File: src/core/ds_decode_defines.vh
// Constants for the data space address decode block.
`ifndef DS_DECODE_DEFINES_VH
`define DS_DECODE_DEFINES_VH
`define WINDOW_BIT          15
`define LOWER_TOP           16'h7FFF
`define NEAR_TOP            16'h1FFF
`define NEAR_FIELD_W        13
`define SFR_TOP             16'h07FF
`define SFR_BLOCK_LSB       5
`define SFR_BLOCK_COUNT     64
`define INT_RAM_DIRECT_TOP  16'h77FF
`define PAGE_W              9
`define PAGE_RESET          9'h001
`define PSV_PAGE_BIT        8
`define EXT_PAGE_BIT        7
`define REG_READ_PAGE       16'h0032
`define REG_WRITE_PAGE      16'h0034
`define STEP_BYTE           16'h0001
`define STEP_WORD           16'h0002
`define REGION_SFR          3'h0
`define REGION_RAM          3'h1
`define REGION_INT_EXT      3'h2
`define REGION_EXT_MEM      3'h3
`define REGION_PROG         3'h4
`define REGION_NONE         3'h5
`define SFR_BLOCK_MAP       64'h00F0_00FE_FF3F_FF7B
`endif

File: src/core/data_space_address_decode.v
// Data space address decode: read/write AGUs, paging, lanes, trap.
// Operation
// - Every 16-bit data address is a byte address in a linear 64 Kbyte space.
// - Separate read and write address generation units.
// - 0x0000 to 0x7FFF map directly, no page register involved.
// - 0x8000 to 0xFFFF form the window into extended data space.
// - Pages are 32 Kbytes; read page for reads, write page for writes.
// - Program memory reads through the window use only the read page.
// - Window access combines page with address into a 24-bit effective address.
// - Internal RAM above 30 Kbytes is reachable only through the window.
// - External memory up to 4 MB, pages 80h to FFh, is mapped behind the window.
// - Low byte at even address, high byte at odd address.
// - Post-modify step is one for byte, two for word operations.
// - Byte read fetches the word; address bit zero picks byte onto low lane.
// - Shared word decode, separate byte strobes; byte write touches one lane.
// - Odd-address word access raises an address error trap.
// - Misaligned read completes, misaligned write suppressed; trap rises with the read strobe.
// - Byte load into a working register keeps its high byte.
// - Sign-extend and zero-extend of a byte to 16 bits.
// - Near region 0000h-1FFFh reached by a 13-bit absolute field.
// - Move instructions address the whole space with a 16-bit field.
// - 0000h to 07FFh decode to control registers.
// - Unimplemented control register addresses read as zero.
// - Control register region decoded in 32-byte module blocks.
`timescale 1ns/1ps
`include "ds_decode_defines.vh"
module data_space_address_decode (
    // Clock and reset
    input  wire        mclk,
    input  wire        rst_n,
    // Read address request from the core
    input  wire        rd_req,
    input  wire        rd_word,
    input  wire        rd_near,
    input  wire [15:0] rd_addr,
    input  wire        rd_postinc,
    // Write address request from the core
    input  wire        wr_req,
    input  wire        wr_word,
    input  wire        wr_near,
    input  wire [15:0] wr_addr,
    input  wire [15:0] wr_data,
    input  wire        wr_postinc,
    // Read data return from memories
    input  wire [15:0] mem_rdata,
    // Working register byte merge and extend
    input  wire [15:0] wreg_old,
    input  wire        ext_sign,
    input  wire        ext_zero,
    // Read port to memories
    output reg         mem_rd,
    output reg  [23:0] mem_rd_addr,
    output reg  [2:0]  mem_rd_region,
    // Write port to memories
    output reg         mem_wr,
    output reg  [23:0] mem_wr_addr,
    output reg  [2:0]  mem_wr_region,
    output reg  [1:0]  mem_wr_lane,
    output reg  [15:0] mem_wdata,
    // Read data to the core
    output reg  [15:0] rd_data,
    output reg  [15:0] wreg_new,
    // Pointer updates
    output reg  [15:0] rd_ptr_next,
    output reg  [15:0] wr_ptr_next,
    // Page registers and trap
    output reg  [8:0]  window_read_page_reg,
    output reg  [8:0]  window_write_page_reg,
    output reg         addr_error_trap
);
    wire [15:0] rd_full;
    wire [15:0] wr_full;
    wire [23:0] rd_ea;
    wire [23:0] wr_ea;
    wire [2:0]  rd_region;
    wire [2:0]  wr_region;
    wire        rd_mis;
    wire        wr_mis;
    wire [1:0]  rd_lanes;
    wire [1:0]  wr_lanes;
    wire        page_rd_hit;
    wire        page_wr_hit;
    reg         rd_sel_hi;
    reg         rd_is_byte;
    reg         rd_sfr_none;
    reg  [7:0]  sel_byte;
    reg  [15:0] next_rd_data;
    reg  [15:0] next_wreg;
    reg  [15:0] next_rd_ptr;
    reg  [15:0] next_wr_ptr;
    wire [15:0] next_wdata;
    wire        page_hi_bit;

    // Near instructions carry a 13-bit field; moves carry all 16 bits.
    assign rd_full = rd_near ? {3'h0, rd_addr[`NEAR_FIELD_W-1:0]} : rd_addr;
    assign wr_full = wr_near ? {3'h0, wr_addr[`NEAR_FIELD_W-1:0]} : wr_addr;

    // Two independent units, each with its own page register.
    ds_agu u_rd_agu (
        .addr       (rd_full),
        .word_op    (rd_word),
        .page       (window_read_page_reg),
        .eff_addr   (rd_ea),
        .region     (rd_region),
        .misaligned (rd_mis),
        .lane_en    (rd_lanes)
    );

    // Write page never reaches the read path, including program reads.
    ds_agu u_wr_agu (
        .addr       (wr_full),
        .word_op    (wr_word),
        .page       (window_write_page_reg),
        .eff_addr   (wr_ea),
        .region     (wr_region),
        .misaligned (wr_mis),
        .lane_en    (wr_lanes)
    );

    // Page registers live in the control register region and are written here.
    assign page_rd_hit = wr_req & ~wr_mis & ~wr_full[`WINDOW_BIT]
                         & ({wr_full[15:1], 1'b0} == `REG_READ_PAGE);
    assign page_wr_hit = wr_req & ~wr_mis & ~wr_full[`WINDOW_BIT]
                         & ({wr_full[15:1], 1'b0} == `REG_WRITE_PAGE);

    // A byte write to the odd address carries its byte on the low half of the data.
    assign page_hi_bit = wr_word ? wr_data[`PSV_PAGE_BIT] : wr_data[0];

    always @(posedge mclk) begin
        if (!rst_n) begin
            window_read_page_reg <= `PAGE_RESET;
        end else if (page_rd_hit) begin
            if (wr_lanes[0])
                window_read_page_reg[7:0] <= wr_data[7:0];
            if (wr_lanes[1])
                window_read_page_reg[`PSV_PAGE_BIT] <= page_hi_bit;
        end
    end

    // The write page has no program space bit, so only its low byte is writable.
    always @(posedge mclk) begin
        if (!rst_n) begin
            window_write_page_reg <= `PAGE_RESET;
        end else if (page_wr_hit && wr_lanes[0]) begin
            window_write_page_reg[7:0] <= wr_data[7:0];
        end
    end

    // Read request port: a misaligned read still goes out and completes.
    always @(posedge mclk) begin
        if (!rst_n) begin
            mem_rd        <= 1'b0;
            mem_rd_addr   <= 24'h000000;
            mem_rd_region <= `REGION_NONE;
        end else begin
            mem_rd        <= rd_req;
            mem_rd_addr   <= {rd_ea[23:1], 1'b0};
            mem_rd_region <= rd_region;
        end
    end

    // Byte selection state travels with the read to its return cycle.
    always @(posedge mclk) begin
        if (!rst_n) begin
            rd_sel_hi   <= 1'b0;
            rd_is_byte  <= 1'b0;
            rd_sfr_none <= 1'b0;
        end else begin
            rd_sel_hi   <= rd_full[0];
            rd_is_byte  <= ~rd_word;
            rd_sfr_none <= (rd_region == `REGION_NONE);
        end
    end

    // Write request port: a misaligned or unmapped write is dropped.
    always @(posedge mclk) begin
        if (!rst_n) begin
            mem_wr        <= 1'b0;
            mem_wr_addr   <= 24'h000000;
            mem_wr_region <= `REGION_NONE;
            mem_wr_lane   <= 2'h0;
            mem_wdata     <= 16'h0000;
        end else begin
            mem_wr        <= wr_req & ~wr_mis & (wr_region != `REGION_NONE);
            mem_wr_addr   <= {wr_ea[23:1], 1'b0};
            mem_wr_region <= wr_region;
            mem_wr_lane   <= wr_req ? wr_lanes : 2'h0;
            mem_wdata     <= next_wdata;
        end
    end

    // Each lane takes its own byte on a word write and the low byte on a byte
    // write, so whichever strobe is raised finds the byte on its own lane.
    genvar lane;
    generate
        for (lane = 0; lane < 2; lane = lane + 1) begin : g_lane
            assign next_wdata[lane*8 +: 8] = wr_word ? wr_data[lane*8 +: 8]
                                                     : wr_data[7:0];
        end
    endgenerate

    // Read data steering: the chosen byte lands on the low lane.
    always @* begin
        sel_byte = rd_sel_hi ? mem_rdata[15:8] : mem_rdata[7:0];
        if (rd_sfr_none)
            next_rd_data = 16'h0000;
        else if (rd_is_byte)
            next_rd_data = {8'h00, sel_byte};
        else
            next_rd_data = mem_rdata;
    end

    // Working register merge and extend; extend requests take priority.
    always @* begin
        if (ext_sign)
            next_wreg = {{8{wreg_old[7]}}, wreg_old[7:0]};
        else if (ext_zero)
            next_wreg = {8'h00, wreg_old[7:0]};
        else if (rd_is_byte)
            next_wreg = {wreg_old[15:8], next_rd_data[7:0]};
        else
            next_wreg = next_rd_data;
    end

    // Pointer step scales with operand size.
    always @* begin
        if (rd_postinc) begin
            if (rd_word)
                next_rd_ptr = rd_addr + `STEP_WORD;
            else
                next_rd_ptr = rd_addr + `STEP_BYTE;
        end else begin
            next_rd_ptr = rd_addr;
        end
        if (wr_postinc) begin
            if (wr_word)
                next_wr_ptr = wr_addr + `STEP_WORD;
            else
                next_wr_ptr = wr_addr + `STEP_BYTE;
        end else begin
            next_wr_ptr = wr_addr;
        end
    end

    always @(posedge mclk) begin
        if (!rst_n) begin
            rd_data  <= 16'h0000;
            wreg_new <= 16'h0000;
        end else begin
            rd_data  <= next_rd_data;
            wreg_new <= next_wreg;
        end
    end

    // Pointers keep their last value while no request is made.
    always @(posedge mclk) begin
        if (!rst_n) begin
            rd_ptr_next <= 16'h0000;
            wr_ptr_next <= 16'h0000;
        end else begin
            if (rd_req)
                rd_ptr_next <= next_rd_ptr;
            if (wr_req)
                wr_ptr_next <= next_wr_ptr;
        end
    end

    // Trap follows the access by one cycle, in the same cycle as the read strobe and the
    // dropped write, one cycle before read data is registered, so prior state is still there.
    always @(posedge mclk) begin
        if (!rst_n)
            addr_error_trap <= 1'b0;
        else
            addr_error_trap <= (rd_req & rd_mis) | (wr_req & wr_mis);
    end
endmodule // data_space_address_decode

File: src/core/ds_agu.v
// One address generation unit: region decode, window paging, lane select.
`timescale 1ns/1ps
`include "ds_decode_defines.vh"
module ds_agu (
    // Request
    input  wire [15:0] addr,
    input  wire        word_op,
    input  wire [8:0]  page,
    // Result
    output wire [23:0] eff_addr,
    output reg  [2:0]  region,
    output wire        misaligned,
    output wire [1:0]  lane_en
);
    localparam [63:0] SFR_MAP = `SFR_BLOCK_MAP;
    wire in_window = addr[`WINDOW_BIT];
    wire sfr_hit;

    // Window addresses append the page; lower half maps straight.
    assign eff_addr = in_window ? {page[7:0], addr} : {8'h00, addr};
    assign sfr_hit  = SFR_MAP[addr[10:`SFR_BLOCK_LSB]];
    // Odd word address is an error, in either half.
    assign misaligned = word_op & addr[0];
    // Byte lanes: even address is low byte, odd is high byte.
    assign lane_en = word_op ? 2'h3 : (addr[0] ? 2'h2 : 2'h1);

    always @* begin
        if (!in_window) begin
            if (addr <= `SFR_TOP)
                region = sfr_hit ? `REGION_SFR : `REGION_NONE;
            else if (addr <= `INT_RAM_DIRECT_TOP)
                region = `REGION_RAM;
            else
                region = `REGION_NONE;
        end else if (page[`PSV_PAGE_BIT]) begin
            region = `REGION_PROG;
        end else if (page[`EXT_PAGE_BIT]) begin
            region = `REGION_EXT_MEM;
        end else if (page == {`PAGE_W{1'b0}}) begin
            region = `REGION_NONE;
        end else begin
            region = `REGION_INT_EXT;
        end
    end
endmodule // ds_agu

File: config.mk
export PLATFORM = sky130hd
export DESIGN_NAME = data_space_address_decode
export DESIGN_NICKNAME = d
export VERILOG_FILES = /design/src/core/data_space_address_decode.v /design/src/core/ds_agu.v
export VERILOG_INCLUDE_DIRS = /design/src /design/src/core
export SDC_FILE = /design/constraint.sdc
export NUM_CORES = 1
export LEC_CHECK = 0
export BUFFER_PORTS_ARGS = -buffer_cell sky130_fd_sc_hd__buf_2
export CAP_MARGIN = 20
export CORE_ASPECT_RATIO = 1.1
export CORE_UTILIZATION = 35
export DETAILED_ROUTE_END_ITERATION = 8
export PLACE_DENSITY = 0.59
export SLEW_MARGIN = 30
export SYNTH_ARGS = -nofsm -noshare
export SYNTH_HDL_FRONTEND = slang
export SYNTH_SLANG_ARGS = --single-unit
File: constraint.sdc
create_clock -name mclk -period 3.3 [get_ports mclk]
set_input_delay 0.66 -clock mclk [delete_from_list [all_inputs] [get_ports mclk]]
set_output_delay 0.66 -clock mclk [all_outputs]
set_load 0.01 [all_outputs]
==> flow_metrics.tcl, run 1 <==
set metrics [dict create \
    outcome "completed" \
    dpl_cell_area_sq_um 7590 \
    port_buffers 245 \
    core_sq_um 17200 \
    clock_path_buffers 2 \
    hold_depth 2 \
    grt_pass1_vias 5173 \
    cts_buffers 17 \
    finalHoldViolations 0 \
    combPwrFrac 0.115 \
    maxSlewHeadroom 0.449 \
    ys_types 57 \
    cts_setup_buffers 0 \
    wire_per_inst_microns 16.1 \
    finalSetupViolCount 0 \
    worst_hold_startpoint "rd_ptr_next[2]" \
    synth_edf_count 0 \
    r2r_cells 4 \
    area_growth_pct 31.4 \
    synth_area_sq_um 6220 \
    cts_resized 0 \
    rows 50 \
    async_reset_ff_frac 0 \
    drc 0 \
    synthCells 680 \
    reg2reg_to "rd_sfr_none" \
    min-delay-path-class "register to register" \
    drv_slew 0 \
    cp-end-kind "register" \
    tns_ps 0 \
    power.density_nw_per_um2 547 \
    drtIter0Drc 200 \
    worstPathArrival_ps 2570 \
    ys_seq_area_frac 0.505 \
    place_congestion 0.790 \
    clk_latency_ps 410 \
    fin_crit_ps 2300 \
    synthFlopType "dfxtp_1" \
    cp_top_family "simple AND/OR/NAND/NOR gates" \
    dp_hpwl_mm 13.8 \
    hold_slack_ps 472 \
    pwr-share-seq 0.452 \
    switching_share 0.257 \
    grt_pass1_wl_mm 28.5 \
    worst_pin_slew_ps 824 \
    synth_most_common_cell "dfxtp_1" \
    clk_pin_slew_ps 60 \
    synthTopCellsByCount "dfxtp_1, a21oi_1, and2_1, nor2_1, o21ai_0" \
    top_regs "mem_rd_addr (23), mem_wr_addr (23)" \
    period_share 0.696 \
    die_h_microns 142 \
    syn_area_per_cell_sq_um 9.15 \
    critPathBufInv 1 \
    nets 1004 \
    avgViaCountPerCell 4.79 \
    die_w_microns 129 \
    finClkSkew_ps 7.42 \
    grt_max_degree 51 \
    grt_use_total 0.204 \
    clockPowerShare 0.433 \
    synth.largest_area_cell "dfxtp_1" \
    htreeDepth 4 \
    intPower_mw 3.32 \
    cts_hold_buf 0 \
    p_leak_nw 3.81 \
    root_buffer "clkbuf_16" \
    synthTopCellsByArea "dfxtp_1, and2_1, a21oi_1" \
    utilization 0.475 \
    routed_wl_mm 18.5 \
    r2r_slack_ps 1390 \
    antenna_found_initial 0 \
    clock_sinks 157 \
    yosysWarnings 0 \
    die_area_sq_um 18300 \
    holdPathEnd "rd_ptr_next[2]" \
    p_switching_mw 1.15 \
    max_freq_ghz 0.435 \
    max_stage_delay_ps 710 \
    fin_area_sq_um 8180 \
    yosysTopAreaCellShare 0.505 \
    crit_required_ps 3570 \
    first_pass_iters 5 \
    crit_type "primary input to register" \
    num_antenna_cells 0 \
    ys_ff_latch 157 \
    ios 249 \
    layout-drive-gt1-share 0.337 \
    crit_slowest_cell "or4_1" \
    grt_setup_unrepaired "no" \
    initial_core_util 0.362 \
    vias 5501 \
    overflow 0 \
    ir_drop_mv 0.309 \
    maxCapViolations 0 \
    crit_fanout 8 \
    ant_nets 0 \
    cp_cell_sequence "buf_2 > ha_1 > or4b_4 > or4_1 > o21ai_1 > nand3_1" \
    r2r-start "window_read_page_reg[3]" \
    cp-start-kind "primary input" \
    cts_tree "done" \
]
-- layout by cell type (no fill, tap or decap), types with 12 or more instances in the layout --
cell / n
and3_1: 19
o21ai_1: 17
and2_1: 50
buf_2: 245
inv_1: 14
nand2_1: 32
nor2_1: 46
clkbuf_16: 17
mux2i_1: 12
o21ai_0: 36
dfxtp_1: 157
nand3_1: 32
nor3_1: 14
a21oi_1: 58
-- worst max path at each step --
| stage | from | endpoint | slack (ps) | depth (start not counted) |
|---|---|---|---|---|
| 2_1_floorplan | wr_word | window_read_page_reg[0] | 580 | 9 |
| 3_3_place_gp | wr_addr[0] | window_read_page_reg[0] | 610 | 6 |
| 3_5_place_dp | wr_addr[0] | window_write_page_reg[0] | 600 | 6 |
| 4_1_cts | wr_addr[0] | window_write_page_reg[0] | 1010 | 6 |
| 5_1_grt | wr_addr[0] | window_write_page_reg[0] | 940 | 6 |
| 6_report | wr_addr[0] | window_write_page_reg[0] | 1000 | 6 |
-- power groups by stage --
stage | combinational (mW) | clock (mW) | sequential, mW
2_1_floorplan | 0.237 | 0 | 2.11
3_3_place_gp | 0.518 | 0 | 2.06
3_5_place_dp | 0.517 | 0 | 2.07
4_1_cts | 0.519 | 1.99 | 2.02
5_1_grt | 0.569 | 2.08 | 2.03
6_report | 0.512 | 1.94 | 2.02
-- per-layer routing --
metal  up-vias  share of wire  global-route usage
met5         -              0                   0
met4         0          0.010              0.0669
met3        14          0.069              0.0584
met2       195           0.48               0.346
met1      2465           0.44               0.247
li1       2827              -                   -
-- layout make-up --
cell class              instances  area (sq um)
fillers                      1704          9030
multi-input cells             456          2800
flip-flops and latches        157          3140
clock inverters                15           161
repair buffers                255          1300
inverters                      15          56.3
clock buffers                  17           425
well taps                     234           293
-- cell families after synthesis --
family / Yosys count / share of synthesized area
simple gates: 249 / 0.223
fa+ha+maj: 10 / 0.0201
buf+inv: 69 / 0.0465
mux: 13 / 0.0211
other cells: 1 / 0.000603
flops: 157 / 0.505
compound gates: 166 / 0.163
xor+xnor: 15 / 0.0211
-- worst register-to-register path, stage by stage (launching register included) --
cell	delay [ps]
dfxtp_1	350
or4_1	560
nor2_1	220
o32ai_1	130
nor4_1	490
-- metrics by stage --
stage | setup slack [ps] | cells | power [mW]
finish | 1000 | 1149 | 4.47
global route | 939 | 1149 | 4.68
CTS | 1010 | 1149 | 4.53
detailed placement | 595 | 1117 | 2.58
global placement | 613 | 1117 | 2.58
floorplan | 585 | 682 | 2.34
Power figures use the tool's default switching activity.
==> run 2, diff against run 1 <==
--- a/config.mk
+++ b/config.mk
@@ -11,7 +11,7 @@
 export CORE_ASPECT_RATIO = 1.1
 export CORE_UTILIZATION = 35
 export DETAILED_ROUTE_END_ITERATION = 8
-export PLACE_DENSITY = 0.59
+export PLACE_DENSITY = 0.61
 export SLEW_MARGIN = 30
 export SYNTH_ARGS = -nofsm -noshare
 export SYNTH_HDL_FRONTEND = slang
==> constraint.sdc (replaced) <==
create_clock -name mclk -period 1.9 [get_ports mclk]
set_input_delay 0.38 -clock mclk [delete_from_list [all_inputs] [get_ports mclk]]
set_output_delay 0.38 -clock mclk [all_outputs]
set_load 0.01 [all_outputs]
==> run 2 against run 1 <==
  * Via count increased by 5.7%
  * Die area unchanged
  * First-iteration DRC count is 110% higher
  * Global-route usage barely moved
  * Sequential share of layout area down 1.7 points
  * Hold slack got worse by 280 ps
  * Setup slack got worse by 890 ps
  * Utilization increased by 2.2 points
  * Critical path depth unchanged
  * Combinational power is 87% higher
  * Sequential power rose by 74%
==> flow_metrics.tcl, run 2 (synthesis results as in run 1) <==
set metrics [dict create \
    cp-end-kind "register" \
    overflow 0 \
    maxSlewHeadroom 0.638 \
    regArea_sq_um 3140 \
    intPower_mw 5.86 \
    grt_pass1_wl_mm 29.0 \
    outcome "completed" \
    wire_per_inst_microns 15.4 \
    vias 5815 \
    drtIter0Drc 415 \
    crit_type "primary input to register" \
    combPwrFrac 0.121 \
    port_buffers 245 \
    multi_input_comb_area_sq_um 2820 \
    nets 1048 \
    tns_ps 0 \
    fin_crit_ps 1790 \
    min-delay-path-class "primary input to register" \
    layout-drive-gt1-share 0.370 \
    grt_pass1_vias 5363 \
    utilization 0.497 \
    hold_slack_ps 193 \
    first_pass_iters 5 \
    worst_pin_slew_ps 543 \
    routed_wl_mm 18.3 \
    clk_latency_ps 420 \
    clock_sinks 157 \
    core_sq_um 17200 \
    place_congestion 0.809 \
    drc 0 \
    maxCapViolations 0 \
    dpl_cell_area_sq_um 7950 \
    switching_share 0.258 \
    dp_hpwl_mm 13.7 \
    top_regs "mem_rd_addr (23), mem_wr_addr (23)" \
    finClkSkew_ps 13.8 \
    area_growth_pct 37.5 \
    cts_tree "done" \
    grt_setup_unrepaired "no" \
    fin_area_sq_um 8550 \
    cts_hold_buf 0 \
    rows 50 \
    p_switching_mw 2.04 \
    max_freq_ghz 0.560 \
    worstPathArrival_ps 2080 \
    nFillCells 1658 \
    avgViaCountPerCell 4.87 \
    cts_buffers 17 \
    crit_required_ps 2190 \
    clk_pin_slew_ps 60 \
    p_leak_nw 4.03 \
    htreeDepth 4 \
    cp-start-kind "primary input" \
    cts_resized 0 \
    period_share 0.940 \
    initial_core_util 0.362 \
    num_antenna_cells 0 \
    antenna_found_initial 0 \
    grt_use_total 0.204 \
    finalSetupViolCount 0 \
    clock_path_buffers 2 \
    grt_max_degree 34 \
    ios 249 \
    root_buffer "clkbuf_16" \
    pwr-share-seq 0.444 \
    final_common_cell "buf_2" \
    power.density_nw_per_um2 925 \
    die_h_microns 142 \
    drv_slew 0 \
    cts_setup_buffers 0 \
    finalHoldViolations 0 \
    die_w_microns 129 \
    crit_fanout 8 \
    ir_drop_mv 0.568 \
    die_area_sq_um 18300 \
    final_cell_mix "buf_2, dfxtp_1, a21oi_1" \
    ant_nets 0 \
    clockPowerShare 0.435 \
]
==> run 2: changes by cell type in the layout (fill, tap and decap cells not counted), sizes merged <==
cell | before | now
clkinv | 9 | 5
buf | 255 | 299
clkbuf | 17 | 18
clkinvlp | 0 | 3
==> run 2: critical path: stages <==
cell and delay, ps:
buf_2 120, ha_4 160, or4b_4 590, or4_4 570, o21ai_1 170, nand3_1 90
==> run 2: final cells by class <==
type | instances | area share
clock buffer | 18 | 0.0514
clock inverter | 14 | 0.0186
timing repair buffer | 299 | 0.192
multi-input combinational | 456 | 0.329
sequential | 157 | 0.368
tap | 234 | 0.0342
inverter | 15 | 0.00659
==> run 2: worst paths after layout <==
path	from	endpoint	slack, ps	cells after the start
max reg2reg	window_read_page_reg[3]	rd_sfr_none	200	4
min	wr_data[15]	mem_wdata[15]	190	3
min reg2reg	wr_ptr_next[2]	wr_ptr_next[2]	470	2
max	wr_word	window_read_page_reg[0]	110	6
==> run 2: power groups by stage <==
| stage | Clock (mW) | Sequential, mW | Combinational (mW) |
|---|---|---|---|
| after floorplan | 0 | 3.66 | 0.417 |
| after global placement | 0 | 3.58 | 0.953 |
| after detailed placement | 0 | 3.58 | 0.958 |
| after CTS | 3.53 | 3.51 | 0.962 |
| after global routing | 3.68 | 3.53 | 1.06 |
| final | 3.44 | 3.51 | 0.955 |
==> run 2: routing by layer <==
metal / GRT usage / wire length, microns
met5: 0 / 0
met4: 0.0731 / 293
met3: 0.0452 / 922
met2: 0.321 / 8570
met1: 0.274 / 8530
==> run 2: per-stage QoR <==
step	total power, mW	setup slack [ps]	cells
2_1_floorplan	4.08	-156	682
3_3_place_gp	4.54	-273	1161
3_5_place_dp	4.54	-317	1161
4_1_cts	8.01	132	1193
5_1_grt	8.26	84.2	1193
6_report	7.90	114	1193
==> run 3, diff against run 2 <==
--- a/config.mk
+++ b/config.mk
@@ -7,11 +7,11 @@
 export NUM_CORES = 1
 export LEC_CHECK = 0
 export BUFFER_PORTS_ARGS = -buffer_cell sky130_fd_sc_hd__buf_2
-export CAP_MARGIN = 20
 export CORE_ASPECT_RATIO = 1.1
-export CORE_UTILIZATION = 35
+export CORE_MARGIN = 2
+export CORE_UTILIZATION = 44
 export DETAILED_ROUTE_END_ITERATION = 8
-export PLACE_DENSITY = 0.61
+export PLACE_DENSITY = 0.75
 export SLEW_MARGIN = 30
 export SYNTH_ARGS = -nofsm -noshare
 export SYNTH_HDL_FRONTEND = slang
==> run 3 against run 2 <==
  * Via count up 1.5%
  * Routed wire length down 1.8%
  * Count of clock-buffer cells in the layout up 2
  * Setup slack better by 35 ps
  * Critical path depth down 2
  * Register-to-register slack worse by 50 ps
  * Die area down 18%
  * Final area down 0.98%
  * Total power up 0.14%
  * Largest power group unchanged
==> flow_metrics.tcl, run 3 (synthesis results as in run 1) <==
set metrics [dict create \
    cts_hold_buf 0 \
    grt_pass1_wl_mm 28.4 \
    clock_sinks 157 \
    routed_wl_mm 18.0 \
    clk_pin_slew_ps 60 \
    maxUsedRoutingLayer "met4" \
    root_buffer "clkbuf_16" \
    drc 0 \
    final_common_cell "buf_2" \
    layout-drive-gt1-share 0.365 \
    r2r_slack_ps 150 \
    place_congestion 0.861 \
    cp-start-kind "register" \
    min-delay-path-class "primary input to register" \
    die_w_microns 117 \
    nets 1045 \
    dr_wl_met3_mm 1.14 \
    die_h_microns 129 \
    power.density_nw_per_um2 935 \
    grt_max_degree 34 \
    clock_path_buffers 2 \
    r2r_cells 4 \
    worstPathArrival_ps 2080 \
    final_cell_mix "buf_2, dfxtp_1, a21oi_1" \
    r2r-start "window_read_page_reg[3]" \
    drv_slew 0 \
    rows 45 \
    grt_use_total 0.238 \
    port_buffers 245 \
    ir_drop_mv 0.488 \
    initial_core_util 0.451 \
    num_antenna_cells 0 \
    met1_length_mm 7.97 \
    cts_buffers 17 \
    fin_crit_ps 1750 \
    worst_pin_slew_ps 553 \
    crit_type "register to register" \
    hold_slack_ps 195 \
    period_share 0.922 \
    holdPathEnd "mem_rd_addr[1]" \
    area_growth_pct 36.1 \
    cts_setup_buffers 0 \
    wire_per_inst_microns 15.8 \
    antenna_found_initial 0 \
    finalSetupViolCount 0 \
    top_regs "mem_rd_addr (23), mem_wr_addr (23)" \
    dp_hpwl_mm 13.3 \
    reg2reg_to "rd_sfr_none" \
    first_pass_iters 4 \
    p_leak_nw 4.00 \
    ios 249 \
    maxSlewHeadroom 0.629 \
    vias 5905 \
    cts_resized 0 \
    grt_pass1_vias 5423 \
    maxCapViolations 0 \
    wl_met2_mm 8.39 \
    grt_setup_unrepaired "no" \
    clk_latency_ps 420 \
    ant_nets 0 \
    core_sq_um 13800 \
    max_freq_ghz 0.571 \
    hold_depth 2 \
    report.power.total_mw 7.92 \
    die_area_sq_um 15100 \
    finClkSkew_ps 4.38 \
    outcome "completed" \
    finalHoldViolations 0 \
    htreeDepth 4 \
    crit_required_ps 2230 \
    crit_fanout 4 \
    cp-end-kind "register" \
    overflow 0 \
    worst_hold_startpoint "rd_addr[1]" \
    avgViaCountPerCell 5.18 \
    cts_tree "done" \
    drtIter0Drc 461 \
]
[run 3: changes by cell type in the layout (fill, tap and decap cells not counted)]
| cell | before | now |
|---|---|---|
| buf_4 | 53 | 50 |
| clkinvlp_4 | 3 | 4 |
| clkinv_2 | 2 | 0 |
| clkbuf_1 | 0 | 1 |
| clkinv_4 | 3 | 0 |
| clkbuf_8 | 1 | 2 |
| inv_8 | 2 | 0 |
| bufinv_16 | 2 | 3 |
[run 3: where the power goes]
group / total, mW / leakage, nW / internal [mW] / switching, mW
Sequential: 3.51 / 1.30 / 3.46 / 0.0568
Clock: 3.45 / 0.277 / 2.12 / 1.32
Combinational: 0.957 / 2.43 / 0.413 / 0.544
[run 3: layer usage]
| layer | GRT usage | up-vias |
|---|---|---|
| met3 | 0.0594 | 40 |
| met4 | 0.104 | 0 |
| met5 | 0 | - |
| met1 | 0.314 | 2717 |
| li1 | - | 2912 |
| met2 | 0.373 | 236 |
[run 3: cell type report]
type	count	area, sq um
Multi-Input combinational cell	456	2820
Tap cell	188	235
Clock buffer	20	457
Timing Repair Buffer	296	1620
Fill cell	1233	5330
Clock inverter	9	138
Sequential cell	157	3140
Inverter	15	56.3
[run 3: stage by stage]
step	TNS [ps]	cell area (sq um)	utilization	cells	setup WS, ps
final	0	8470	0.614	1141	149
after global placement	-3990	7870	0.571	1112	-262
after global routing	0	8470	0.614	1141	94.9
after CTS	0	8470	0.614	1141	170
after detailed placement	-4250	7870	0.571	1112	-285
after floorplan	-2220	6280	-	682	-156
[run 3: worst max-delay path by stage]
stage,from,to,slack (ps)
floorplan,wr_word,window_read_page_reg[0],-160
global placement,wr_addr[0],window_read_page_reg[0],-260
detailed placement,wr_addr[0],window_read_page_reg[4],-280
CTS,wr_addr[0],window_read_page_reg[0],170
global route,window_read_page_reg[3],rd_sfr_none,90
finish,window_read_page_reg[3],rd_sfr_none,150
[run 3: worst max-delay path, cell delays in order, from the launching register on]
cell and delay, ps:
dfxtp_1 340, or4_1 580, o41ai_1 420, a21oi_1 160, nor4_1 160
